[config.mk]
export PLATFORM = sky130hd
export DESIGN_NAME = pkt_router_flat
export DESIGN_NICKNAME = d
export VERILOG_FILES = /design/src/common/pkt_router_pkg.sv /design/src/common/pkt_link_if.sv /design/src/hw/pkt_router.sv /design/src/flat_wrapper.sv
export SDC_FILE = /design/constraint.sdc
export NUM_CORES = 1
export LEC_CHECK = 0
export BUFFER_PORTS_ARGS = -buffer_cell sky130_fd_sc_hd__buf_2
export CORE_AREA = 2 2 117 119
export DETAILED_ROUTE_END_ITERATION = 8
export DIE_AREA = 0 0 119 121
export MAX_ROUTING_LAYER = met4
export PLACE_DENSITY = 0.71
export SLEW_MARGIN = 20
export SYNTH_ARGS = -nofsm -noshare
export SYNTH_HDL_FRONTEND = slang
export SYNTH_SLANG_ARGS = --single-unit
[constraint.sdc]
create_clock -name ref_clk_i -period 3.54 [get_ports ref_clk_i]
set_input_delay 0.708 -clock ref_clk_i [delete_from_list [all_inputs] [get_ports ref_clk_i]]
set_output_delay 0.708 -clock ref_clk_i [all_outputs]
set_load 0.02 [all_outputs]
[src/common/pkt_router_pkg.sv]
// Purpose: shared constants and types for the transport packet router and its logical side
// Assumes: one system clock, synchronous active-low reset
// Notes: header word layout is fixed; widths are fixed at the documented values
package pkt_router_pkg;
	localparam int DATA_W = 32;
	localparam int NUM_MOD = 3;
	localparam int MOD_W = 2;
	localparam int ID_W = 8;
	// Header word fields
	localparam int FMT_LSB = 28;
	localparam int FMT_W = 4;
	localparam int TTYPE_LSB = 24;
	localparam int TTYPE_W = 4;
	localparam int DEST_LSB = 16;
	// Format codes handled by logical modules (index = module number)
	localparam logic [FMT_W-1:0] FMT_MAINT = 4'h8;
	localparam logic [FMT_W-1:0] FMT_WRITE = 4'h5;
	localparam logic [FMT_W-1:0] FMT_DBELL = 4'ha;
	localparam logic [MOD_W-1:0] MOD_MAINT = 2'h0;
	localparam logic [MOD_W-1:0] MOD_WRITE = 2'h1;
	localparam logic [MOD_W-1:0] MOD_DBELL = 2'h2;
	localparam logic [MOD_W-1:0] MOD_PASS = 2'h3;
	localparam logic [MOD_W-1:0] MOD_DROP_CODE = 2'h3;
	localparam logic [ID_W-1:0] BASE_ID_DEFAULT = 8'h01;
	// Clock rule: sysclk may deviate from the reference by this many percent
	localparam int SYSCLK_DEV_PCT = 50;
	typedef enum logic [1:0] {RX_HDR, RX_FWD, RX_DROP} rx_state_e;
	typedef enum logic [0:0] {TX_POLL, TX_SEND} tx_state_e;

	// Valid transaction code for a format code
	function automatic logic ttype_ok(input logic [FMT_W-1:0] fmt, input logic [TTYPE_W-1:0] tt);
		logic ok;
		ok = 1'b0;
		case (fmt)
			FMT_MAINT: ok = (tt <= 4'h4);
			FMT_WRITE: ok = (tt == 4'h4) || (tt == 4'h5);
			FMT_DBELL: ok = (tt == 4'h0);
			default: ok = 1'b0;
		endcase
		return ok;
	endfunction
endpackage

[src/common/pkt_link_if.sv]
// Purpose: stream link between the packet router and the logical layer side
// Assumes: single system clock, all signals synchronous to it
// Notes: rx is router-to-logic, tx is logic-to-router, one stream per module
interface pkt_link_if;
	import pkt_router_pkg::*;
	// Receive: router to logical modules (shared data, per-module valid)
	logic [NUM_MOD-1:0] rx_valid;
	logic [DATA_W-1:0] rx_data;
	logic rx_sop;
	logic rx_eop;
	logic [NUM_MOD-1:0] rx_ready;
	// Transmit: logical modules to router
	logic [NUM_MOD-1:0] tx_valid;
	logic [NUM_MOD*DATA_W-1:0] tx_data;
	logic [NUM_MOD-1:0] tx_sop;
	logic [NUM_MOD-1:0] tx_eop;
	logic [NUM_MOD-1:0] tx_ready;
	modport router (output rx_valid, rx_data, rx_sop, rx_eop, input rx_ready,
		input tx_valid, tx_data, tx_sop, tx_eop, output tx_ready);
	modport logic_side (input rx_valid, rx_data, rx_sop, rx_eop, output rx_ready,
		output tx_valid, tx_data, tx_sop, tx_eop, input tx_ready);
endinterface

[src/hw/pkt_router.sv]
// Purpose: transport-layer router between the physical layer, logical modules and pass-through
// Assumes: phy stream and pass-through run on ref_clk_i; phy buffers do any clock crossing
// Notes: receive routes by format/transaction/destination; transmit is round robin
// Summary of operation
// - Router logic runs on its own system clock
// - Clock crossing happens in physical layer buffers
// - Logical module clocks share system clock source
// - Common clock advised for all datapath parts
// - Reset held one clock, released synchronously
// - During reset all outputs driven low
// - Leaving reset, no packets pending anywhere
// - Route packet by format and transaction code
// - Unknown or misaddressed packets: pass-through or drop
// - Physical error flag on the header word drops the packet
// - Transmit polls modules in round-robin order
// - Whole packet sent, then next module polled
// - Pass-through abort raises end-of-packet too
// - Destination mismatch versus configured base identifier
// - Pass-through port full duplex, 32 bits
module pkt_router
	import pkt_router_pkg::*;
(
	input wire logic ref_clk_i, // System clock, 10 MHz
	input wire logic resetn_i, // Synchronous reset, active low
	input wire logic [ID_W-1:0] base_id_i, // Configured base device identifier
	input wire logic pass_en_i, // Pass-through receive enabled; pass-through transmit is polled regardless
	// Physical layer receive
	input wire logic phy_rx_valid_i, // Receive word valid
	input wire logic [DATA_W-1:0] phy_rx_data_i, // Receive word
	input wire logic phy_rx_sop_i, // Receive start of packet
	input wire logic phy_rx_eop_i, // Receive end of packet
	input wire logic phy_rx_err_i, // Receive packet error flag
	output logic phy_rx_ready_o, // Router can take a word
	// Physical layer transmit
	output logic phy_tx_valid_o, // Transmit word valid
	output logic [DATA_W-1:0] phy_tx_data_o, // Transmit word
	output logic phy_tx_sop_o, // Transmit start of packet
	output logic phy_tx_eop_o, // Transmit end of packet
	output logic phy_tx_err_o, // Transmit abort
	input wire logic phy_tx_ready_i, // Physical layer takes word
	// Pass-through receive
	output logic pt_rx_valid_o, // Pass-through word valid
	output logic [DATA_W-1:0] pt_rx_data_o, // Pass-through word
	output logic pt_rx_sop_o, // Pass-through start of packet
	output logic pt_rx_eop_o, // Pass-through end of packet
	input wire logic pt_rx_ready_i, // User takes word
	// Pass-through transmit
	input wire logic pt_tx_valid_i, // User word valid
	input wire logic [DATA_W-1:0] pt_tx_data_i, // User word
	input wire logic pt_tx_sop_i, // User start of packet
	input wire logic pt_tx_eop_i, // User end of packet
	input wire logic pt_tx_err_i, // User abort, comes with eop
	output logic pt_tx_ready_o, // Router takes user word
	pkt_link_if.router link // Logical modules
);
	// one system clock
	// Everything here runs on ref_clk_i; the phy side buffers cross domains.
	// no crossing here
	// Phy stream arrives already in this domain, so no synchronisers are added.

	////////////////////////////////////////////////////////////////////////////////
	// Receive side: one-word output holding stage shared by all destinations
	rx_state_e rx_state;
	logic [MOD_W-1:0] rx_dest;
	logic out_busy;
	logic out_full;
	logic [DATA_W-1:0] out_data;
	logic out_sop;
	logic out_eop;
	logic [MOD_W-1:0] out_dest;
	logic out_taken;
	logic rx_accept;
	logic [MOD_W-1:0] next_dest;
	logic next_drop;
	logic [FMT_W-1:0] hdr_fmt;
	logic [TTYPE_W-1:0] hdr_tt;
	logic [ID_W-1:0] hdr_id;

	// Destination taking the staged word
	always_comb begin
		if (out_dest == MOD_PASS) begin
			out_taken = pt_rx_ready_i;
		end else begin
			out_taken = link.rx_ready[out_dest];
		end
	end

	assign out_busy = out_full && !out_taken;
	assign rx_accept = phy_rx_valid_i && phy_rx_ready_o;
	assign hdr_fmt = phy_rx_data_i[FMT_LSB +: FMT_W];
	assign hdr_tt = phy_rx_data_i[TTYPE_LSB +: TTYPE_W];
	assign hdr_id = phy_rx_data_i[DEST_LSB +: ID_W];

	// Header decode
	always_comb begin
		next_dest = MOD_PASS;
		next_drop = 1'b0;
		case (hdr_fmt)
			FMT_MAINT: next_dest = MOD_MAINT;
			FMT_WRITE: next_dest = MOD_WRITE;
			FMT_DBELL: next_dest = MOD_DBELL;
			default: next_dest = MOD_PASS;
		endcase
		if (!ttype_ok(hdr_fmt, hdr_tt) || (hdr_id != base_id_i)) begin
			next_dest = MOD_PASS;
		end
		if ((next_dest == MOD_PASS) && !pass_en_i) begin
			next_drop = 1'b1;
		end
		if (phy_rx_err_i) begin
			next_drop = 1'b1;
		end
	end

	// Words after a dropped header are always accepted; headers and forwarded words wait on the stage
	// ready held low in reset
	assign phy_rx_ready_o = resetn_i && ((rx_state == RX_DROP) || !out_busy);

	always_ff @(posedge ref_clk_i) begin
		if (!resetn_i) begin
			rx_state <= RX_HDR;
			rx_dest <= MOD_MAINT;
		end else if (rx_accept) begin
			case (rx_state)
				RX_HDR: begin
					rx_dest <= next_dest;
					if (phy_rx_eop_i) begin
						rx_state <= RX_HDR;
					end else if (next_drop) begin
						rx_state <= RX_DROP;
					end else begin
						rx_state <= RX_FWD;
					end
				end
				RX_FWD: begin
					if (phy_rx_eop_i) begin
						rx_state <= RX_HDR;
					end
				end
				RX_DROP: begin
					if (phy_rx_eop_i) begin
						rx_state <= RX_HDR;
					end
				end
				default: rx_state <= RX_HDR;
			endcase
		end
	end

	// Staging register; an error mid-packet ends the packet early
	always_ff @(posedge ref_clk_i) begin
		if (!resetn_i) begin
			out_full <= 1'b0;
			out_data <= '0;
			out_sop <= 1'b0;
			out_eop <= 1'b0;
			out_dest <= MOD_MAINT;
		end else if (rx_accept && (rx_state == RX_HDR) && !next_drop) begin
			out_full <= 1'b1;
			out_data <= phy_rx_data_i;
			out_sop <= 1'b1;
			out_eop <= phy_rx_eop_i;
			out_dest <= next_dest;
		end else if (rx_accept && (rx_state == RX_FWD)) begin
			out_full <= 1'b1;
			out_data <= phy_rx_data_i;
			out_sop <= 1'b0;
			out_eop <= phy_rx_eop_i || phy_rx_err_i;
			out_dest <= rx_dest;
		end else if (out_taken) begin
			out_full <= 1'b0;
		end
	end

	// Pass-through copy of the stage, loaded on the same edges so the handshake stays one deep
	always_ff @(posedge ref_clk_i) begin
		if (!resetn_i) begin
			pt_rx_valid_o <= 1'b0;
			pt_rx_data_o <= '0;
			pt_rx_sop_o <= 1'b0;
			pt_rx_eop_o <= 1'b0;
		end else if (rx_accept && (rx_state == RX_HDR) && !next_drop) begin
			pt_rx_valid_o <= (next_dest == MOD_PASS);
			pt_rx_data_o <= phy_rx_data_i;
			pt_rx_sop_o <= 1'b1;
			pt_rx_eop_o <= phy_rx_eop_i;
		end else if (rx_accept && (rx_state == RX_FWD)) begin
			pt_rx_valid_o <= (rx_dest == MOD_PASS);
			pt_rx_data_o <= phy_rx_data_i;
			pt_rx_sop_o <= 1'b0;
			pt_rx_eop_o <= phy_rx_eop_i || phy_rx_err_i;
		end else if (out_taken) begin
			pt_rx_valid_o <= 1'b0;
		end
	end

	always_comb begin
		link.rx_valid = '0;
		if (out_full && (out_dest != MOD_PASS)) begin
			link.rx_valid[out_dest] = 1'b1;
		end
	end
	assign link.rx_data = out_data;
	assign link.rx_sop = out_sop;
	assign link.rx_eop = out_eop;

	////////////////////////////////////////////////////////////////////////////////
	// Transmit side: round-robin over logical modules then pass-through
	tx_state_e tx_state;
	logic [MOD_W-1:0] tx_ptr;
	logic src_valid;
	logic [DATA_W-1:0] src_data;
	logic src_sop;
	logic src_eop;
	logic src_err;
	logic src_take;

	// Source multiplexer
	always_comb begin
		if (tx_ptr == MOD_PASS) begin
			src_valid = pt_tx_valid_i;
			src_data = pt_tx_data_i;
			src_sop = pt_tx_sop_i;
			src_eop = pt_tx_eop_i || pt_tx_err_i;
			src_err = pt_tx_err_i;
		end else begin
			src_valid = link.tx_valid[tx_ptr];
			src_data = link.tx_data[tx_ptr*DATA_W +: DATA_W];
			src_sop = link.tx_sop[tx_ptr];
			src_eop = link.tx_eop[tx_ptr];
			src_err = 1'b0;
		end
	end

	assign src_take = src_valid && (!phy_tx_valid_o || phy_tx_ready_i);

	always_comb begin
		link.tx_ready = '0;
		pt_tx_ready_o = 1'b0;
		// Ready stays low in reset so no source sees a take
		if (tx_ptr == MOD_PASS) begin
			pt_tx_ready_o = resetn_i && (!phy_tx_valid_o || phy_tx_ready_i);
		end else begin
			link.tx_ready[tx_ptr] = resetn_i && (!phy_tx_valid_o || phy_tx_ready_i);
		end
	end

	always_ff @(posedge ref_clk_i) begin
		if (!resetn_i) begin
			tx_state <= TX_POLL;
			tx_ptr <= MOD_MAINT;
		end else begin
			case (tx_state)
				TX_POLL: begin
					if (src_take && !src_eop) begin
						tx_state <= TX_SEND;
					end else if (!src_valid || src_take) begin
						tx_ptr <= tx_ptr + 2'h1;
					end
				end
				TX_SEND: begin
					if (src_take && src_eop) begin
						tx_state <= TX_POLL;
						tx_ptr <= tx_ptr + 2'h1;
					end
				end
				default: tx_state <= TX_POLL;
			endcase
		end
	end

	// Output word register toward the physical layer
	always_ff @(posedge ref_clk_i) begin
		if (!resetn_i) begin
			phy_tx_valid_o <= 1'b0;
			phy_tx_data_o <= '0;
			phy_tx_sop_o <= 1'b0;
			phy_tx_eop_o <= 1'b0;
			phy_tx_err_o <= 1'b0;
		end else if (src_take) begin
			phy_tx_valid_o <= 1'b1;
			phy_tx_data_o <= src_data;
			phy_tx_sop_o <= src_sop;
			phy_tx_eop_o <= src_eop;
			phy_tx_err_o <= src_err;
		end else if (phy_tx_ready_i) begin
			phy_tx_valid_o <= 1'b0;
		end
	end
endmodule

[src/flat_wrapper.sv]
// flat-port wrapper written by rule: the top's interface ports become plain ports
module pkt_router_flat import pkt_router_pkg::*;
  (ref_clk_i, resetn_i, base_id_i, pass_en_i, phy_rx_valid_i, phy_rx_data_i, phy_rx_sop_i, phy_rx_eop_i, phy_rx_err_i, phy_rx_ready_o, phy_tx_valid_o, phy_tx_data_o, phy_tx_sop_o, phy_tx_eop_o, phy_tx_err_o, phy_tx_ready_i, pt_rx_valid_o, pt_rx_data_o, pt_rx_sop_o, pt_rx_eop_o, pt_rx_ready_i, pt_tx_valid_i, pt_tx_data_i, pt_tx_sop_i, pt_tx_eop_i, pt_tx_err_i, pt_tx_ready_o, link_rx_valid, link_rx_data, link_rx_sop, link_rx_eop, link_rx_ready, link_tx_valid, link_tx_data, link_tx_sop, link_tx_eop, link_tx_ready);
  pkt_link_if link_i ();
  input wire logic ref_clk_i;
  input wire logic resetn_i;
  input wire logic [ID_W-1:0] base_id_i;
  input wire logic pass_en_i;
  input wire logic phy_rx_valid_i;
  input wire logic [DATA_W-1:0] phy_rx_data_i;
  input wire logic phy_rx_sop_i;
  input wire logic phy_rx_eop_i;
  input wire logic phy_rx_err_i;
  output logic phy_rx_ready_o;
  output logic phy_tx_valid_o;
  output logic [DATA_W-1:0] phy_tx_data_o;
  output logic phy_tx_sop_o;
  output logic phy_tx_eop_o;
  output logic phy_tx_err_o;
  input wire logic phy_tx_ready_i;
  output logic pt_rx_valid_o;
  output logic [DATA_W-1:0] pt_rx_data_o;
  output logic pt_rx_sop_o;
  output logic pt_rx_eop_o;
  input wire logic pt_rx_ready_i;
  input wire logic pt_tx_valid_i;
  input wire logic [DATA_W-1:0] pt_tx_data_i;
  input wire logic pt_tx_sop_i;
  input wire logic pt_tx_eop_i;
  input wire logic pt_tx_err_i;
  output logic pt_tx_ready_o;
  output wire logic [$bits(link_i.rx_valid)-1:0] link_rx_valid;
  output wire logic [$bits(link_i.rx_data)-1:0] link_rx_data;
  output wire logic [$bits(link_i.rx_sop)-1:0] link_rx_sop;
  output wire logic [$bits(link_i.rx_eop)-1:0] link_rx_eop;
  input wire logic [$bits(link_i.rx_ready)-1:0] link_rx_ready;
  input wire logic [$bits(link_i.tx_valid)-1:0] link_tx_valid;
  input wire logic [$bits(link_i.tx_data)-1:0] link_tx_data;
  input wire logic [$bits(link_i.tx_sop)-1:0] link_tx_sop;
  input wire logic [$bits(link_i.tx_eop)-1:0] link_tx_eop;
  output wire logic [$bits(link_i.tx_ready)-1:0] link_tx_ready;
  assign link_rx_valid = link_i.rx_valid;
  assign link_rx_data = link_i.rx_data;
  assign link_rx_sop = link_i.rx_sop;
  assign link_rx_eop = link_i.rx_eop;
  assign link_i.rx_ready = link_rx_ready;
  assign link_i.tx_valid = link_tx_valid;
  assign link_i.tx_data = link_tx_data;
  assign link_i.tx_sop = link_tx_sop;
  assign link_i.tx_eop = link_tx_eop;
  assign link_tx_ready = link_i.tx_ready;
  pkt_router u_core (.ref_clk_i(ref_clk_i), .resetn_i(resetn_i), .base_id_i(base_id_i), .pass_en_i(pass_en_i), .phy_rx_valid_i(phy_rx_valid_i), .phy_rx_data_i(phy_rx_data_i), .phy_rx_sop_i(phy_rx_sop_i), .phy_rx_eop_i(phy_rx_eop_i), .phy_rx_err_i(phy_rx_err_i), .phy_rx_ready_o(phy_rx_ready_o), .phy_tx_valid_o(phy_tx_valid_o), .phy_tx_data_o(phy_tx_data_o), .phy_tx_sop_o(phy_tx_sop_o), .phy_tx_eop_o(phy_tx_eop_o), .phy_tx_err_o(phy_tx_err_o), .phy_tx_ready_i(phy_tx_ready_i), .pt_rx_valid_o(pt_rx_valid_o), .pt_rx_data_o(pt_rx_data_o), .pt_rx_sop_o(pt_rx_sop_o), .pt_rx_eop_o(pt_rx_eop_o), .pt_rx_ready_i(pt_rx_ready_i), .pt_tx_valid_i(pt_tx_valid_i), .pt_tx_data_i(pt_tx_data_i), .pt_tx_sop_i(pt_tx_sop_i), .pt_tx_eop_i(pt_tx_eop_i), .pt_tx_err_i(pt_tx_err_i), .pt_tx_ready_o(pt_tx_ready_o), .link(link_i));
endmodule
## Word level (Yosys, flattened, before mapping)

Cells that the tools add are included.

- Multiplexer cells: 52
- Reductions and logical operators: 38
- Shift operators: 1
- Equal/unequal tests: 17
- $lt $le $gt $ge: 5
- $add $sub $neg: 1
- Bitwise gates (word level): 2

Operator list:

| cell | count |
|---|---|
| $mux W32 | 3 |
| $shiftx A96 B8 Y32 | 1 |
| $mux W1 | 27 |
| $mux W2 | 9 |
| $logic_and A1 B1 Y1 | 14 |
| $eq A4 B3 Y1 const B | 3 |
| $eq A2 B2 Y1 const B | 5 |
| $bmux W1 S2 | 4 |
| $eq A4 B4 Y1 const B | 2 |
| $logic_not A1 Y1 | 8 |
| $ne A8 B8 Y1 | 1 |
| $pmux W2 S2 | 2 |
| $logic_or A1 B1 Y1 | 7 |
| $lt A2 B3 Y1 const B | 2 |
| $mux W3 | 2 |
| $ne A2 B2 Y1 const B | 3 |
| $pmux W2 S3 | 1 |
| $demux W1 S2 | 2 |
| $ge A2 B1 Y1 const B | 2 |
| $le A4 B3 Y1 const B | 1 |
| $logic_not A4 Y1 | 1 |
| $ne A2 B1 Y1 const B | 2 |
| $reduce_and A2 Y1 | 2 |
| $reduce_bool A2 Y1 | 2 |
| 10 further kinds | 10 |

- Bits of input ports: 193
- Output and inout port bits: 113
- Register bits after elaboration: 81

## Longest topological paths before layout

- Depth after elaboration: 13
- Mapped depth: 10
- Depth with buffers taken out: 7

## Worst setup path after synthesis

Ideal clock, no wire load.

- Path type: in2out
- From: input port resetn_i
- To: output port pt_tx_ready_o
- Path slack: 1085 ps
- Buffers on the path: 3
- Cell stages on the path: 4
- Required time: 2832 ps
- Arrival time: 1747 ps
- Cell sequence: clkbuf_1 > clkbuf_1 > clkbuf_1 > and3_1

- Cells in the longest elaborated chain, start to end: 2

Ends and longest elaborated chain:

| what | RTL line | text |
|---|---|---|
| start, declared | flat_wrapper.sv:6 | `input wire logic resetn_i;` |
| $logic_and A1 B1 Y1 | pkt_router.sv:242 | `pt_tx_ready_o = resetn_i && (!phy_tx_valid_o \|\| phy_tx_ready_i);` |
| $mux W1 | pkt_router.sv:241 | `if (tx_ptr == MOD_PASS) begin` |
| end, declared | flat_wrapper.sv:31 | `output logic pt_tx_ready_o;` |

No other way between the ends.

## Worst setup path after layout

- From: input port resetn_i
- To: output port link_tx_ready[2]

- Cells in the longest elaborated chain, start to end: 3

Ends and longest elaborated chain:

| what | RTL line | text |
|---|---|---|
| $logic_and A1 B1 Y1 | pkt_router.sv:244 | `link.tx_ready[tx_ptr] = resetn_i && (!phy_tx_valid_o \|\| phy_tx_ready_i);` |
| $and A3 B3 Y3 (no line) | n/a |  |
| $mux W3 | pkt_router.sv:241 |  |
| end, declared | flat_wrapper.sv:41 | `output wire logic [$bits(link_i.tx_ready)-1:0] link_tx_ready;` |

No other way between the ends.

==> qor.log <==
INFO  cts            cts-htree-levels=3
INFO  cts            cts_inserted_buffers=9
INFO  floorplan      initial_standard_cell_utilization_of_the_core=0.3601
INFO  critical_path  arrival_time_of_the_worst_setup_path=1.95ns
INFO  synthesis      synthesis.area=0.004712sqmm
INFO  hold_path      timing.hold.worst.class=register to register
INFO  synthesis      yosys_warnings=0
INFO  power          power-per-cell-area=605.2mW/mm^2
INFO  sta            timing.final.max_slew_violations=0
INFO  synthesis      synth.yosys.seq_area_share=0.3441
INFO  finish         post_route_cells_drive_above_1_share=0.4419
INFO  synthesis      synth_fp_nets=807
INFO  place          detailedPlacementHpwl=11640microns
INFO  sta            rsz0062_at_grt=false
INFO  synthesis      synthCells=607
INFO  cts            clock_tree.buffer_depth=2
INFO  cts            cts.repair_timing.setup_buffer_count=0
INFO  floorplan      floorplan.die.height=121microns
INFO  synthesis      synth-seq-cells=81
INFO  cts            clk_latency=0.33ns
INFO  sta            fmax=376.5MHz
INFO  finish         antenna_cells=0
INFO  detailed_routing drt_pre_antenna_iters=4
INFO  detailed_routing drt-initial-drc-count=298
INFO  cts            tritoncts_clock_tree=built
INFO  cts            postcts_resize_cnt=0
INFO  cts            cts.reportedPaths.clkPinSlew=0.06ns
INFO  cts            clock_sinks=81
INFO  grt            antenna_violations_before_repair=0
INFO  synthesis      dominantRegCellSynth=sky130_fd_sc_hd__dfxtp_1
INFO  finish         layout.nets=1055
INFO  detailed_routing routed-via-count=5057
INFO  synthesis      average_instance_area_after_synthesis=7.763squm
INFO  grt            grt_start_max_net_pins=53
INFO  sta            post-route-min-period=2.656ns
INFO  synthesis      synth_enable_flop_cells=0
INFO  critical_path  worst_setup_path_startpoint=resetn_i
INFO  sta            normalized_max_slew_margin=0.6316
INFO  critical_path  critical_path_data_required_time=2.83ns
INFO  place          port_buffers=304
INFO  job            maxCapViolations=0
INFO  critical_path  critPathLaunchType=input port
INFO  synthesis      synth-async-reset-ratio=0
INFO  sta            total_negative_setup_slacks=0ns
INFO  critical_path  cp-end-kind=output pin
INFO  sta            fin_crit_sh=0.7504
INFO  sta            fin_hold_ws=0.4492ns
INFO  grt            grt_pass1_vias=4721
INFO  floorplan      floorplan.rows=42
INFO  floorplan      io_pins=306
INFO  place          dp.cells=1020
INFO  sta            maximum_clock_skew_at_final_layout=0.005954ns
INFO  critical_path  timing.critical_path.fanout_max=17
INFO  detailed_routing number_of_design_rule_violations_left_after_detail_routing=0
INFO  detailed_routing detail_route.wirelength=15070microns
INFO  detailed_routing routedWlPerCell=14.54microns
INFO  detailed_routing viasPerCell=4.881
INFO  status         run_status=completed
INFO  synthesis      netlist-cell-type-count=44
INFO  place          gp_congestion=0.8350
INFO  critical_path  worst_r2r_startpoint=u_core.tx_ptr[1]
INFO  sta            max_slew.worst_pin.slew=0.5484ns
INFO  power          total_leakage_power=0.003216uW
INFO  grt            grt_pass1_wl=23360microns
INFO  floorplan      fp.dieW=119microns
INFO  power          report.power.total=3886uW
INFO  finish         area_used_by_multi_input_combinational_logic=0.002464sqmm
INFO  hold_path      hp-start=u_core.phy_tx_data_o[2]
INFO  finish         fin_cells=1036
INFO  floorplan      core_area=0.01309sqmm
INFO  cts            cts_hold_buf=0
INFO  sta            finalHoldViolCount=0
INFO  detailed_routing drt.antenna.violating_nets=0
INFO  finish         register_area=0.001623sqmm
INFO  finish         flow.area_growth_from_synthesis=36.27%
INFO  cts            clock_tree.root_cell=sky130_fd_sc_hd__clkbuf_16
INFO  floorplan      floorplan.die_area=0.01440sqmm
INFO  place          placement.cell_area=0.006091sqmm
INFO  grt            grt.overflow.total=0
INFO  power          peak_supply_drop=0.3529mV
INFO  finish         nFillCells=1333
INFO  grt            overall_track_demand_over_capacity_in_global_routing=0.2069
INFO  finish         post-route-cell-area=0.006421sqmm
INFO  critical_path  setup.worst_path.class=input port to output pin
INFO  sta            setup_violations=0
## critical path, cell delays in order
cell,delay [ns]
sky130_fd_sc_hd__buf_2,0.29
sky130_fd_sc_hd__inv_2,0.08
sky130_fd_sc_hd__nor3_1,0.49
sky130_fd_sc_hd__and2_1,0.21
sky130_fd_sc_hd__buf_2,0.16
## layer usage
metal	track usage	routed length, microns	vias up
met5	-	0	-
met4	0.06845	357	0
met3	0.03712	644	26
met2	0.3351	7318	147
met1	0.2623	6748	2323
li1	-	-	2561
## final cells by class
cell class,count,share of cell area
Multi-Input combinational cell,403,0.3837
Timing Repair Buffer,318,0.2533
Sequential cell,81,0.2527
Clock buffer,10,0.03722
Tap cell,176,0.03429
Inverter,42,0.02455
Clock inverter,6,0.01422
## power by group
part | switching [uW] | internal (uW) | leakage (uW)
clock network | 374 | 639 | 0.000163
registers | 87.5 | 1080 | 0.000662
logic | 1030 | 677 | 0.00239
## stage by stage
| stage | worst slack (ns) | util |
|---|---|---|
| floorplan | 1.085 | - |
| global placement | 0.8812 | 0.4655 |
| detailed placement | 0.8744 | 0.4655 |
| CTS | 0.8741 | 0.4907 |
| global route | 0.7666 | 0.4907 |
| finish | 0.8837 | 0.4907 |
## path summary, 6_finish.rpt
| path | endpoint | slack [ns] | depth (start not counted) |
|---|---|---|---|
| setup / recovery | link_tx_ready[2] | 0.88 | 5 |
| hold / removal | u_core.phy_tx_data_o[2] | 0.45 | 2 |
| setup reg to reg | u_core.phy_tx_data_o[7] | 1.06 | 8 |
| hold reg to reg | u_core.phy_tx_data_o[2] | 0.45 | 2 |
## placed cells by master, fill, tap and decap left out, types with 6 or more instances in the layout
| cell | instances |
|---|---|
| sky130_fd_sc_hd__buf_2 | 304 |
| sky130_fd_sc_hd__nand2_1 | 113 |
| sky130_fd_sc_hd__dfxtp_1 | 80 |
| sky130_fd_sc_hd__a21oi_1 | 77 |
| sky130_fd_sc_hd__inv_1 | 40 |
| sky130_fd_sc_hd__nand3_1 | 36 |
| sky130_fd_sc_hd__mux2_2 | 35 |
| sky130_fd_sc_hd__o21ai_1 | 35 |
| sky130_fd_sc_hd__a221oi_1 | 33 |
| sky130_fd_sc_hd__buf_4 | 14 |
| sky130_fd_sc_hd__clkbuf_16 | 9 |
| sky130_fd_sc_hd__nor2_1 | 7 |
| sky130_fd_sc_hd__and2_1 | 6 |
| sky130_fd_sc_hd__ha_1 | 6 |
## sequential cells by signal, summed over array words and instances, names as in the netlist
name,cells
u_core.phy_tx_data_o,32
u_core.pt_rx_data_o,32
u_core.out_dest,2
u_core.rx_dest,2
u_core.rx_state,2
u_core.tx_ptr,2
u_core.out_full,1
u_core.phy_tx_eop_o,1
u_core.phy_tx_err_o,1
u_core.phy_tx_sop_o,1
u_core.phy_tx_valid_o,1
u_core.pt_rx_eop_o,1
u_core.pt_rx_sop_o,1
u_core.pt_rx_valid_o,1
u_core.tx_state,1
## kinds of logic (layout without fill, tap and decap cells)
kind of cell	Yosys count	count (layout)	synth area share
mux	41	41	0.09745
simple gates	178	178	0.1678
compound gates	168	168	0.2212
buf+inv	123	376	0.1341
flops	81	81	0.3441
fa+ha+maj	7	7	0.01859
xor+xnor	9	9	0.01673
## synth_stat cells (3+ instances only)
| cell | count | area, sq um |
|---|---|---|
| sky130_fd_sc_hd__xnor2_1 | 5 | 43.79 |
| sky130_fd_sc_hd__nor3_1 | 3 | 15.01 |
| sky130_fd_sc_hd__mux2i_1 | 5 | 50.05 |
| sky130_fd_sc_hd__buf_6 | 4 | 45.04 |
| sky130_fd_sc_hd__and2_1 | 6 | 37.54 |
| sky130_fd_sc_hd__xor2_1 | 4 | 35.03 |
| sky130_fd_sc_hd__buf_2 | 7 | 35.03 |
| sky130_fd_sc_hd__o21ai_0 | 4 | 20.02 |
| sky130_fd_sc_hd__buf_4 | 35 | 262.8 |
| sky130_fd_sc_hd__ha_1 | 7 | 87.58 |
| sky130_fd_sc_hd__a221oi_1 | 33 | 289.0 |
| sky130_fd_sc_hd__inv_1 | 40 | 150.1 |
| sky130_fd_sc_hd__dfxtp_1 | 81 | 1622 |
| sky130_fd_sc_hd__mux2_2 | 35 | 394.1 |
| sky130_fd_sc_hd__a21oi_1 | 77 | 385.4 |
| sky130_fd_sc_hd__nand2_1 | 113 | 424.2 |
| sky130_fd_sc_hd__clkbuf_1 | 35 | 131.4 |
| sky130_fd_sc_hd__o21a_1 | 4 | 30.03 |
| sky130_fd_sc_hd__o21ai_1 | 35 | 175.2 |
| sky130_fd_sc_hd__nand3_1 | 36 | 180.2 |
| sky130_fd_sc_hd__nor2_1 | 8 | 30.03 |
(Power assumes the default switching activity.)
